$ cat src/inc/tdc_pkg.sv
// Constants and types for the timer command decoder
package tdc_pkg;
   localparam int          NUM_CNT         = 5;
   localparam int          MM_W            = 16;
   localparam int          WORD_W          = 16;
   localparam int          BYTE_W          = 8;
   // ---------------------------------------------
   // Command byte fields
   // ---------------------------------------------
   localparam logic [2:0]  OP_POINTER      = 3'h0;
   localparam logic [2:0]  OP_ARM          = 3'h1;
   localparam logic [2:0]  OP_LOAD         = 3'h2;
   localparam logic [2:0]  OP_LOAD_ARM     = 3'h3;
   localparam logic [2:0]  OP_DISARM_SAVE  = 3'h4;
   localparam logic [2:0]  OP_SAVE         = 3'h5;
   localparam logic [2:0]  OP_DISARM       = 3'h6;
   localparam logic [2:0]  OP_SPECIAL      = 3'h7;
   localparam logic [1:0]  SUB_TOG_CLR     = 2'h0;
   localparam logic [1:0]  SUB_TOG_SET     = 2'h1;
   localparam logic [1:0]  SUB_STEP        = 2'h2;
   localparam logic [1:0]  SUB_MISC        = 2'h3;
   localparam logic [2:0]  N_PTR_SEQ       = 3'h0;
   localparam logic [2:0]  N_FREQ_OUTPUT_PIN          = 3'h6;
   localparam logic [2:0]  N_BUS           = 3'h7;
   localparam logic [2:0]  N_PF_ON         = 3'h0;
   localparam logic [2:0]  N_PF_OFF        = 3'h1;
   localparam logic [2:0]  N_MRESET        = 3'h7;
   localparam logic [2:0]  N_FIRST         = 3'h1;
   localparam logic [2:0]  N_LAST          = 3'h5;
   localparam logic [2:0]  GROUP_BAD_LO    = 3'h0;
   localparam logic [2:0]  GROUP_BAD_HI    = 3'h6;
   // ---------------------------------------------
   // Master mode bits, reset values, output codes
   // ---------------------------------------------
   localparam int          MM_PTR_INH_BIT  = 14;
   localparam int          MM_WIDE_BIT     = 13;
   localparam int          MM_FREQ_OUTPUT_PIN_OFF_BIT = 12;
   localparam logic [15:0] MASTER_MODE_RST = 16'h0000;
   localparam logic [15:0] LOAD_HOLD_RST   = 16'h0000;
   localparam logic [15:0] CNT_MODE_RST    = 16'h0B00;
   localparam logic [2:0]  OCF_TOGGLE      = 3'h2;
   typedef enum logic [4:0] {
      C_NOP       = 5'h00,
      C_POINTER   = 5'h01,
      C_ARM       = 5'h02,
      C_LOAD      = 5'h03,
      C_LOAD_ARM  = 5'h04,
      C_DIS_SAVE  = 5'h05,
      C_SAVE      = 5'h06,
      C_DISARM    = 5'h07,
      C_TOG_SET   = 5'h08,
      C_TOG_CLR   = 5'h09,
      C_STEP      = 5'h0A,
      C_POINTER_ADVANCE_INHIBIT_SET  = 5'h0B,
      C_POINTER_ADVANCE_INHIBIT_CLR  = 5'h0C,
      C_WIDE_BUS_SELECT_SET  = 5'h0D,
      C_WIDE_BUS_SELECT_CLR  = 5'h0E,
      C_FREQ_OUT_GATE_OFF_SET  = 5'h0F,
      C_FREQ_OUT_GATE_OFF_CLR  = 5'h10,
      C_PF_ON     = 5'h11,
      C_PF_OFF    = 5'h12,
      C_MRESET    = 5'h13
   } tdc_cmd_t;
endpackage : tdc_pkg

$ cat src/rtl/tdc_decoder.sv
// Command decoder for a five-counter timing controller
`timescale 1ns/100ps
module tdc_decoder
   import tdc_pkg::*;
#(
   parameter int N = NUM_CNT
)(
   input  wire logic              clock,            // 250 MHz system clock
   input  wire logic              reset,            // Synchronous reset
   input  wire logic              cmd_valid,        // Command byte strobe
   input  wire logic [7:0]        cmd_byte,         // Command byte
   input  wire logic [N-1:0]      terminal_count,   // Counters at terminal count
   input  wire logic [N-1:0]      source_edge,      // Count source edge per counter
   input  wire logic [N-1:0]      tc_disarm,        // Datapath disarm on terminal count
   input  wire logic [N-1:0]      tc_toggle,        // Terminal count toggles the flop
   input  wire logic [N-1:0]      count_up_select,  // Count direction per counter
   input  wire logic [3*N-1:0]    output_control_field, // Output mode per counter
   input  wire logic              mm_write,         // Full master mode word write
   input  wire logic [MM_W-1:0]   mm_write_data,    // Master mode word
   input  wire logic              host_access,      // Host data access pulse
   input  wire logic [WORD_W-1:0] internal_word,    // Word at pointer location
   input  wire logic              freq_divided,     // Selected, divided frequency
   output logic [N-1:0]           counter_armed,    // Counting enabled
   output logic [N-1:0]           load_pulse,       // Load selected counters
   output logic [N-1:0]           save_pulse,       // Copy counter to hold
   output logic [N-1:0]           step_up_pulse,    // Step counter up
   output logic [N-1:0]           step_down_pulse,  // Step counter down
   output logic [N-1:0]           reload_hold_next, // Next TC reloads from hold
   output logic [N-1:0]           toggle_level,     // Toggle flop state
   output logic [N-1:0]           toggle_out,       // Toggle flop at counter output
   output logic                   master_reset_pulse, // Clear load, hold, mode regs
   output logic [MM_W-1:0]        master_mode,      // Master mode register
   output logic [1:0]             ptr_element,      // Pointer element field
   output logic [2:0]             ptr_group,        // Pointer group field
   output logic                   ptr_byte_first,   // Pointer byte-select bit
   output logic                   prefetch_wr_off,  // Write prefetch disabled
   output logic                   wide_bus_select,  // Sixteen-line bus mode
   output logic [WORD_W-1:0]      bus_data_out,     // Data bus buffer output
   output logic                   freq_output_pin,  // Frequency output level
   output logic                   freq_output_oe    // Frequency output drive enable
);
   // ---------------------------------------------
   // Decoding helpers
   // ---------------------------------------------
   function automatic tdc_cmd_t decode(input logic [7:0] b);
      logic [2:0] n;
      n = b[2:0];
      decode = C_NOP;
      unique case (b[7:5])
         OP_POINTER:
            if (n != GROUP_BAD_LO && n != GROUP_BAD_HI)
               decode = C_POINTER;
         OP_ARM:         decode = C_ARM;
         OP_LOAD:        decode = C_LOAD;
         OP_LOAD_ARM:    decode = C_LOAD_ARM;
         OP_DISARM_SAVE: decode = C_DIS_SAVE;
         OP_SAVE:        decode = C_SAVE;
         OP_DISARM:      decode = C_DISARM;
         OP_SPECIAL:
            unique case (b[4:3])
               SUB_TOG_SET:
                  if (n == N_PTR_SEQ)      decode = C_POINTER_ADVANCE_INHIBIT_SET;
                  else if (n == N_FREQ_OUTPUT_PIN)    decode = C_FREQ_OUT_GATE_OFF_SET;
                  else if (n == N_BUS)     decode = C_WIDE_BUS_SELECT_SET;
                  else if (n <= N_LAST)    decode = C_TOG_SET;
               SUB_TOG_CLR:
                  if (n == N_PTR_SEQ)      decode = C_POINTER_ADVANCE_INHIBIT_CLR;
                  else if (n == N_FREQ_OUTPUT_PIN)    decode = C_FREQ_OUT_GATE_OFF_CLR;
                  else if (n == N_BUS)     decode = C_WIDE_BUS_SELECT_CLR;
                  else if (n <= N_LAST)    decode = C_TOG_CLR;
               SUB_STEP:
                  if (n >= N_FIRST && n <= N_LAST) decode = C_STEP;
               SUB_MISC:
                  if (n == N_PF_ON)        decode = C_PF_ON;
                  else if (n == N_PF_OFF)  decode = C_PF_OFF;
                  else if (n == N_MRESET)  decode = C_MRESET;
            endcase
      endcase
   endfunction : decode

   function automatic logic [N-1:0] num_onehot(input logic [2:0] n);
      num_onehot = '0;
      if (n >= N_FIRST && n <= N_LAST)
         num_onehot[n - N_FIRST] = 1'b1;
   endfunction : num_onehot

   // ---------------------------------------------
   // State
   // ---------------------------------------------
   typedef struct packed {
      logic [N-1:0]      load_p;
      logic [N-1:0]      save_p;
      logic [N-1:0]      up_p;
      logic [N-1:0]      dn_p;
      logic [N-1:0]      rhold_p;
      logic [N-1:0]      toggle;
      logic              mreset_p;
      logic [MM_W-1:0]   mm;
      logic [1:0]        elem;
      logic [2:0]        group;
      logic              byte_first;
      logic              pf_off;
      logic [WORD_W-1:0] bus;
      logic              fpin;
   } tdc_state_t;

   tdc_state_t st_reg;
   tdc_state_t st_next;
   tdc_cmd_t   cmd;
   logic [N-1:0] sel;
   logic [N-1:0] num;
   logic [N-1:0] arm_cmd;
   logic [N-1:0] disarm_cmd;
   logic [N-1:0] leave_tc;
   logic         mclr;

   always_comb
   begin
      cmd        = cmd_valid ? decode(cmd_byte) : C_NOP;
      sel        = cmd_byte[N-1:0];
      num        = num_onehot(cmd_byte[2:0]);
      mclr       = (cmd == C_MRESET);
      arm_cmd    = (cmd == C_ARM || cmd == C_LOAD_ARM) ? sel : '0;
      disarm_cmd = (cmd == C_DISARM || cmd == C_DIS_SAVE) ? sel : '0;
      leave_tc   = source_edge
                 | ((cmd == C_LOAD || cmd == C_LOAD_ARM) ? sel : '0)
                 | ((cmd == C_STEP) ? num : '0);
   end

   // ---------------------------------------------
   // Per-counter arm control
   // ---------------------------------------------
   for (genvar i = 0; i < N; i++)
   begin : g_slice
      tdc_arm_slice u_slice (
         .clock      (clock),
         .reset      (reset),
         .arm_cmd    (arm_cmd[i]),
         .disarm_cmd (disarm_cmd[i]),
         .leave_tc   (leave_tc[i]),
         .at_tc      (terminal_count[i]),
         .tc_disarm  (tc_disarm[i]),
         .master_clr (mclr),
         .armed      (counter_armed[i])
      );
   end

   // ---------------------------------------------
   // Command execution and bus buffer
   // ---------------------------------------------
   always_comb
   begin
      st_next          = st_reg;
      st_next.load_p   = '0;
      st_next.save_p   = '0;
      st_next.up_p     = '0;
      st_next.dn_p     = '0;
      st_next.rhold_p  = '0;
      st_next.mreset_p = 1'b0;
      st_next.toggle   = st_reg.toggle ^ tc_toggle;
      if (mm_write)
         st_next.mm = mm_write_data;
      if (host_access)
      begin
         if (st_reg.mm[MM_WIDE_BIT])
            st_next.bus = internal_word;
         else if (st_reg.byte_first)
            st_next.bus = {{BYTE_W{1'b0}}, internal_word[BYTE_W-1:0]};
         else
            st_next.bus = {{BYTE_W{1'b0}}, internal_word[WORD_W-1:BYTE_W]};
         if (!st_reg.mm[MM_WIDE_BIT])
            st_next.byte_first = !st_reg.byte_first;
         if (!st_reg.mm[MM_PTR_INH_BIT] && (st_reg.mm[MM_WIDE_BIT] || !st_reg.byte_first))
            st_next.elem = st_reg.elem + 2'h1;
      end
      unique case (cmd)
         C_NOP: ;
         C_POINTER:
         begin
            st_next.elem       = cmd_byte[4:3];
            st_next.group      = cmd_byte[2:0];
            st_next.byte_first = 1'b1;
         end
         C_ARM:
            st_next.rhold_p = sel;
         C_LOAD:
            st_next.load_p = sel;
         C_LOAD_ARM:
         begin
            st_next.load_p  = sel;
            st_next.rhold_p = sel;
         end
         C_DIS_SAVE, C_SAVE:
            st_next.save_p = sel;
         C_DISARM: ;
         C_TOG_SET:
            st_next.toggle = st_reg.toggle | num;
         C_TOG_CLR:
            st_next.toggle = st_reg.toggle & ~num;
         C_STEP:
         begin
            st_next.up_p = num & count_up_select;
            st_next.dn_p = num & ~count_up_select;
         end
         C_POINTER_ADVANCE_INHIBIT_SET: st_next.mm[MM_PTR_INH_BIT]  = 1'b1;
         C_POINTER_ADVANCE_INHIBIT_CLR: st_next.mm[MM_PTR_INH_BIT]  = 1'b0;
         C_WIDE_BUS_SELECT_SET: st_next.mm[MM_WIDE_BIT]     = 1'b1;
         C_WIDE_BUS_SELECT_CLR: st_next.mm[MM_WIDE_BIT]     = 1'b0;
         C_FREQ_OUT_GATE_OFF_SET: st_next.mm[MM_FREQ_OUTPUT_PIN_OFF_BIT] = 1'b1;
         C_FREQ_OUT_GATE_OFF_CLR: st_next.mm[MM_FREQ_OUTPUT_PIN_OFF_BIT] = 1'b0;
         C_PF_ON:    st_next.pf_off = 1'b0;
         C_PF_OFF:   st_next.pf_off = 1'b1;
         C_MRESET:
         begin
            st_next.mm       = MASTER_MODE_RST;
            st_next.pf_off   = 1'b0;
            st_next.mreset_p = 1'b1;
         end
      endcase
      // Gate change reaches the pin in the same cycle as the mode bit
      st_next.fpin = st_next.mm[MM_FREQ_OUTPUT_PIN_OFF_BIT] ? 1'b0 : freq_divided;
   end

   always_ff @(posedge clock)
   begin
      if (reset)
      begin
         st_reg    <= '0;
         st_reg.mm <= MASTER_MODE_RST;
      end
      else
         st_reg <= st_next;
   end

   // ---------------------------------------------
   // Outputs
   // ---------------------------------------------
   assign load_pulse         = st_reg.load_p;
   assign save_pulse         = st_reg.save_p;
   assign step_up_pulse      = st_reg.up_p;
   assign step_down_pulse    = st_reg.dn_p;
   assign reload_hold_next   = st_reg.rhold_p;
   assign toggle_level       = st_reg.toggle;
   assign master_reset_pulse = st_reg.mreset_p;
   assign master_mode        = st_reg.mm;
   assign ptr_element        = st_reg.elem;
   assign ptr_group          = st_reg.group;
   assign ptr_byte_first     = st_reg.byte_first;
   assign prefetch_wr_off    = st_reg.pf_off;
   assign wide_bus_select    = st_reg.mm[MM_WIDE_BIT];
   assign bus_data_out       = st_reg.bus;
   assign freq_output_pin    = st_reg.fpin;
   assign freq_output_oe     = 1'b1;
   for (genvar i = 0; i < N; i++)
   begin : g_tog
      assign toggle_out[i] = st_reg.toggle[i]
                           && (output_control_field[3*i +: 3] == OCF_TOGGLE);
   end
endmodule : tdc_decoder

$ cat src/rtl/tdc_arm_slice.sv
// Arm and pending-disarm state of one counter
`timescale 1ns/100ps
module tdc_arm_slice
   import tdc_pkg::*;
(
   input  wire logic clock,        // System clock
   input  wire logic reset,        // Synchronous reset
   input  wire logic arm_cmd,      // Arm or load-and-arm selects this counter
   input  wire logic disarm_cmd,   // Disarm or disarm-and-save selects this counter
   input  wire logic leave_tc,     // Source edge, load or step this cycle
   input  wire logic at_tc,        // Counter sits at terminal count
   input  wire logic tc_disarm,    // Datapath disarms on terminal count
   input  wire logic master_clr,   // Master reset command
   output logic      armed         // Counter may count
);
   typedef struct packed {
      logic armed;
      logic pending;
   } tdc_slice_t;

   tdc_slice_t s_reg;
   tdc_slice_t s_next;

   always_comb
   begin
      s_next = s_reg;
      if (master_clr)
         s_next = '0;
      else if (arm_cmd)
      begin
         s_next.armed   = 1'b1;
         s_next.pending = 1'b0;
      end
      else if (disarm_cmd)
      begin
         if (at_tc && !leave_tc)
            s_next.pending = 1'b1;
         else
            s_next.armed = 1'b0;
      end
      else if (s_reg.pending && leave_tc)
         s_next = '0;
      else if (tc_disarm)
         s_next.armed = 1'b0;
   end

   always_ff @(posedge clock)
   begin
      if (reset)
         s_reg <= '0;
      else
         s_reg <= s_next;
   end

   assign armed = s_reg.armed;
endmodule : tdc_arm_slice

$ cat config.mk
export PLATFORM = sky130hd
export DESIGN_NAME = tdc_decoder
export DESIGN_NICKNAME = d
export VERILOG_FILES = /design/src/inc/tdc_pkg.sv /design/src/rtl/tdc_decoder.sv /design/src/rtl/tdc_arm_slice.sv
export SDC_FILE = /design/constraint.sdc
export NUM_CORES = 1
export LEC_CHECK = 0
export ABC_AREA = 1
export BUFFER_PORTS_ARGS = -buffer_cell sky130_fd_sc_hd__buf_2
export CAP_MARGIN = 10
export CORE_UTILIZATION = 53
export CTS_BUF_LIST = sky130_fd_sc_hd__clkbuf_4
export DETAILED_ROUTE_END_ITERATION = 8
export PLACE_DENSITY = 0.87
export RECOVER_POWER = 25
export SLEW_MARGIN = 40
export SYNTH_ARGS = -nofsm -noshare
export SYNTH_HDL_FRONTEND = slang
export SYNTH_SLANG_ARGS = --single-unit
$ cat constraint.sdc
create_clock -name clock -period 6.5 [get_ports clock]
set_input_delay 0.975 -clock clock [delete_from_list [all_inputs] [get_ports clock]]
set_output_delay 0.975 -clock clock [all_outputs]
set_load 0.005 [all_outputs]
==> metrics.md <==
| Metric | Value |
|---|---|
| Status | `finished clean` |
| Post-Syn Nets | `633` |
| Critical Path RT | `6.84 ns` |
| H-tree depth | `3` |
| Worst hold start | `bus_data_out[14]$_SDFFE_PP0P_` |
| # Max-Cap Violations | `0` |
| Die H | `88.90 um` |
| Vias in the first global route | `3728` |
| Yosys top cell area share | `40.51%` |
| Drt total wl | `10930 um` |
| Final Cycle Share | `46.19%` |
| Worst Tran Pin Value | `1.048 ns` |
| Worst setup startpoint | `cmd_byte[0]` |
| RSZ-0062 raised after global routing | `false` |
| # rows | `31` |
| DRC Markers | `0` |
| Max Freq | `333.1 MHz` |
| Minimum clock period | `3.003 ns` |
| Reg clk slew, reported paths | `0.13 ns` |
| Ant diodes | `0` |
| Gr ovfl total | `0` |
| Worst setup EP type | `register` |
| Routed via count | `4155` |
| Initial drt markers | `172` |
| Share of cells above drive strength 1 | `29.71%` |
| Setup-failing EPs final | `0` |
| Pwr dens | `207.4 nW/um^2` |
| Wire per inst | `13.68 um` |
| Hold buffers post-CTS | `0` |
| Worst r2r src | `master_mode[13]$_SDFFE_PP0P_` |
| Syn. warnings | `0` |
| Max stage delay on crit path | `0.35 ns` |
| Io pins | `169` |
| Global-route wire length before repair | `16680 um` |
| Sequential-to-total area share from yosys stat | `40.51%` |
| Top cells by area, synth | `dfxtp_1, nand2_1, nand3_1, a21oi_1, nor2_1` |
| Max Slew Vio Count | `0` |
| Worst slack at placement | `3.063 ns` |
| Starting density of the core | `54.89%` |
| Placed cells | `783` |
| Post-CTS Setup Repair Bufs | `0` |
| Post-DR vias/cell | `5.200` |
| Crit start category | `primary input` |
| Total Power | `1.022 mW` |
| Yosys cell types | `39` |
| Synthesized cell area | `4003 um^2` |
| Pre-antenna DRT Iters | `5` |
| Die Wd | `88.90 um` |
| Slew HR | `30.16%` |
| CP dominant cell by count | `nand2_1` |
| Synth Register Bits | `81` |
| Clk buf depth | `2` |
| Worst-Skew Late Latency | `0.44 ns` |
| RD Place Congestion | `0.9681` |
| IO buf count | `167` |
| Root Driver | `clkbuf_4` |
| Commonest non-fill, non-tap cell in the layout | `buf_2` |
| Die area | `7903 um^2` |
| TNS Setup | `0 ns` |
| Sink Count | `81` |
| Worst Path Buf+Inv | `3` |
| Largest net degree at the start of global routing | `36` |
| Syn Area/Cell | `7.385 um^2` |
| DRT antenna net count | `0` |
| Static Leak | `2.417 nW` |
| # resized after CTS | `0` |
| Initial antenna violation count | `0` |
| Final Skew | `0.02365 ns` |
| VDD IR max | `0.1287 mV` |
| Synth area leader | `dfxtp_1` |
| Setup CP Type | `primary input to register` |
| CTS Buf Count | `9` |
| P&R area growth vs syn | `23.07%` |
| Sequence of cells on the critical path | `buf_2 -> clkinv_2 -> ha_1 -> nand2_1 -> nand2_1 -> nor2_1 -> nand3_1 -> nand2_1 -> nand2_1 -> nand2_1 -> nand2_4 -> nor2_1 -> nand2_1 -> nand2_2 -> inv_2 -> nand3_1 -> a21oi_1` |
| Worst path slowest cell | `nand2_2` |
| Final #Nets | `786` |
| Core ar. | `7292 um^2` |
| Delay-heaviest family, CP | `simple AND/OR/NAND/NOR gates` |
| Final hold vios | `0` |
| Final WS setup | `3.497 ns` |
| Min Hold Slack | `0.4702 ns` |
| TritonCTS clock tree | `yes` |
| Hold/Removal Path Class | `register to register` |
| CP max FO | `19` |
| DP Wirelength | `8364 um` |
| GR Util All Layers | `27.61%` |
| Most frequent cells in the layout | `buf_2, nand2_1, dfxtp_1` |
| Post-Syn Instances | `542` |
| Critical path arrival | `3.34 ns` |
| Post-route non-filler standard cell count | `799` |
[worst paths after layout]
path	to	slack, ns	cells after the start
setup / recovery	g_slice[4].u_slice.s_reg[0]$_SDFFE_PP0P_	3.50	17
hold / removal	bus_data_out[14]$_SDFFE_PP0P_	0.47	2
setup reg to reg	ptr_element[1]$_SDFFE_PP0P_	4.89	6
hold reg to reg	bus_data_out[14]$_SDFFE_PP0P_	0.47	2
[area by class of cell]
type,instances,area (um^2)
Sequential cell,81,1622
Clock buffer,9,67.56
Fill cell,667,2366
Inverter,61,230.2
Clock inverter,7,67.56
Tap cell,99,123.9
Timing Repair Buffer,167,807.0
Multi-Input combinational cell,375,2008
[Yosys cell counts]
cell / count
nand4_1: 6
dfxtp_1: 81
clkinv_2: 1
nor2_1: 55
nand3_2: 5
nor2_2: 8
nor3_1: 12
mux2i_1: 13
conb_1: 1
a21oi_2: 1
clkbuf_1: 11
o31ai_4: 1
clkinv_1: 1
buf_4: 11
a21oi_4: 3
xor2_1: 2
nor2_4: 1
o21ai_4: 1
a21oi_1: 44
nand3_1: 46
nor3_2: 1
o311ai_0: 1
inv_2: 11
nand2_4: 4
o21ai_0: 19
ha_1: 5
buf_1: 2
mux2_2: 1
nand2_2: 12
buf_6: 1
o211ai_1: 15
inv_1: 48
a221oi_1: 1
nand2_1: 110
xnor2_1: 2
a21boi_0: 1
or2_0: 2
o21ai_2: 1
nand3b_1: 1
[where the power goes]
group	switching, mW	internal, mW	total [mW]
registers	0.0172	0.519	0.536
logic	0.112	0.0752	0.187
clock network	0.182	0.117	0.299
[layer usage]
metal / global-route usage (%) / share of wire (%) / vias to the layer above
met1: 33.10 / 41 / 1854
met5: 0 / 0 / -
met4: 12.46 / 2.8 / 0
met2: 48.25 / 48 / 201
met3: 4.986 / 8.2 / 31
li1: - / - / 2069
[kinds of logic after synthesis]
| family | after synthesis | share of synthesized area, % |
|---|---|---|
| muxes | 14 | 3.532 |
| xor gates and xnor gates | 4 | 0.8754 |
| and+or+nand+nor | 263 | 30.20 |
| other | 1 | 0.09369 |
| adders and majority gates | 5 | 1.563 |
| buffers and inverters | 86 | 9.315 |
| AOI/OAI and AO/OA | 88 | 13.91 |
| DFF | 81 | 40.51 |
[through the flow]
stage / util (%) / area, um^2
detailed placement: 66.09 / 4820
global route: 67.55 / 4926
global placement: 66.09 / 4820
CTS: 67.95 / 4955
finish: 67.55 / 4926
floorplan: - / 4003
[worst register-to-register path: stages, from the launching register on]
cell	delay [ns]
dfxtp_1	0.72
inv_1	0.14
nand2_1	0.09
nand3_1	0.12
o21ai_0	0.24
o21ai_0	0.11
a21oi_1	0.14
Note: power is estimated with default switching activity, not from simulation.
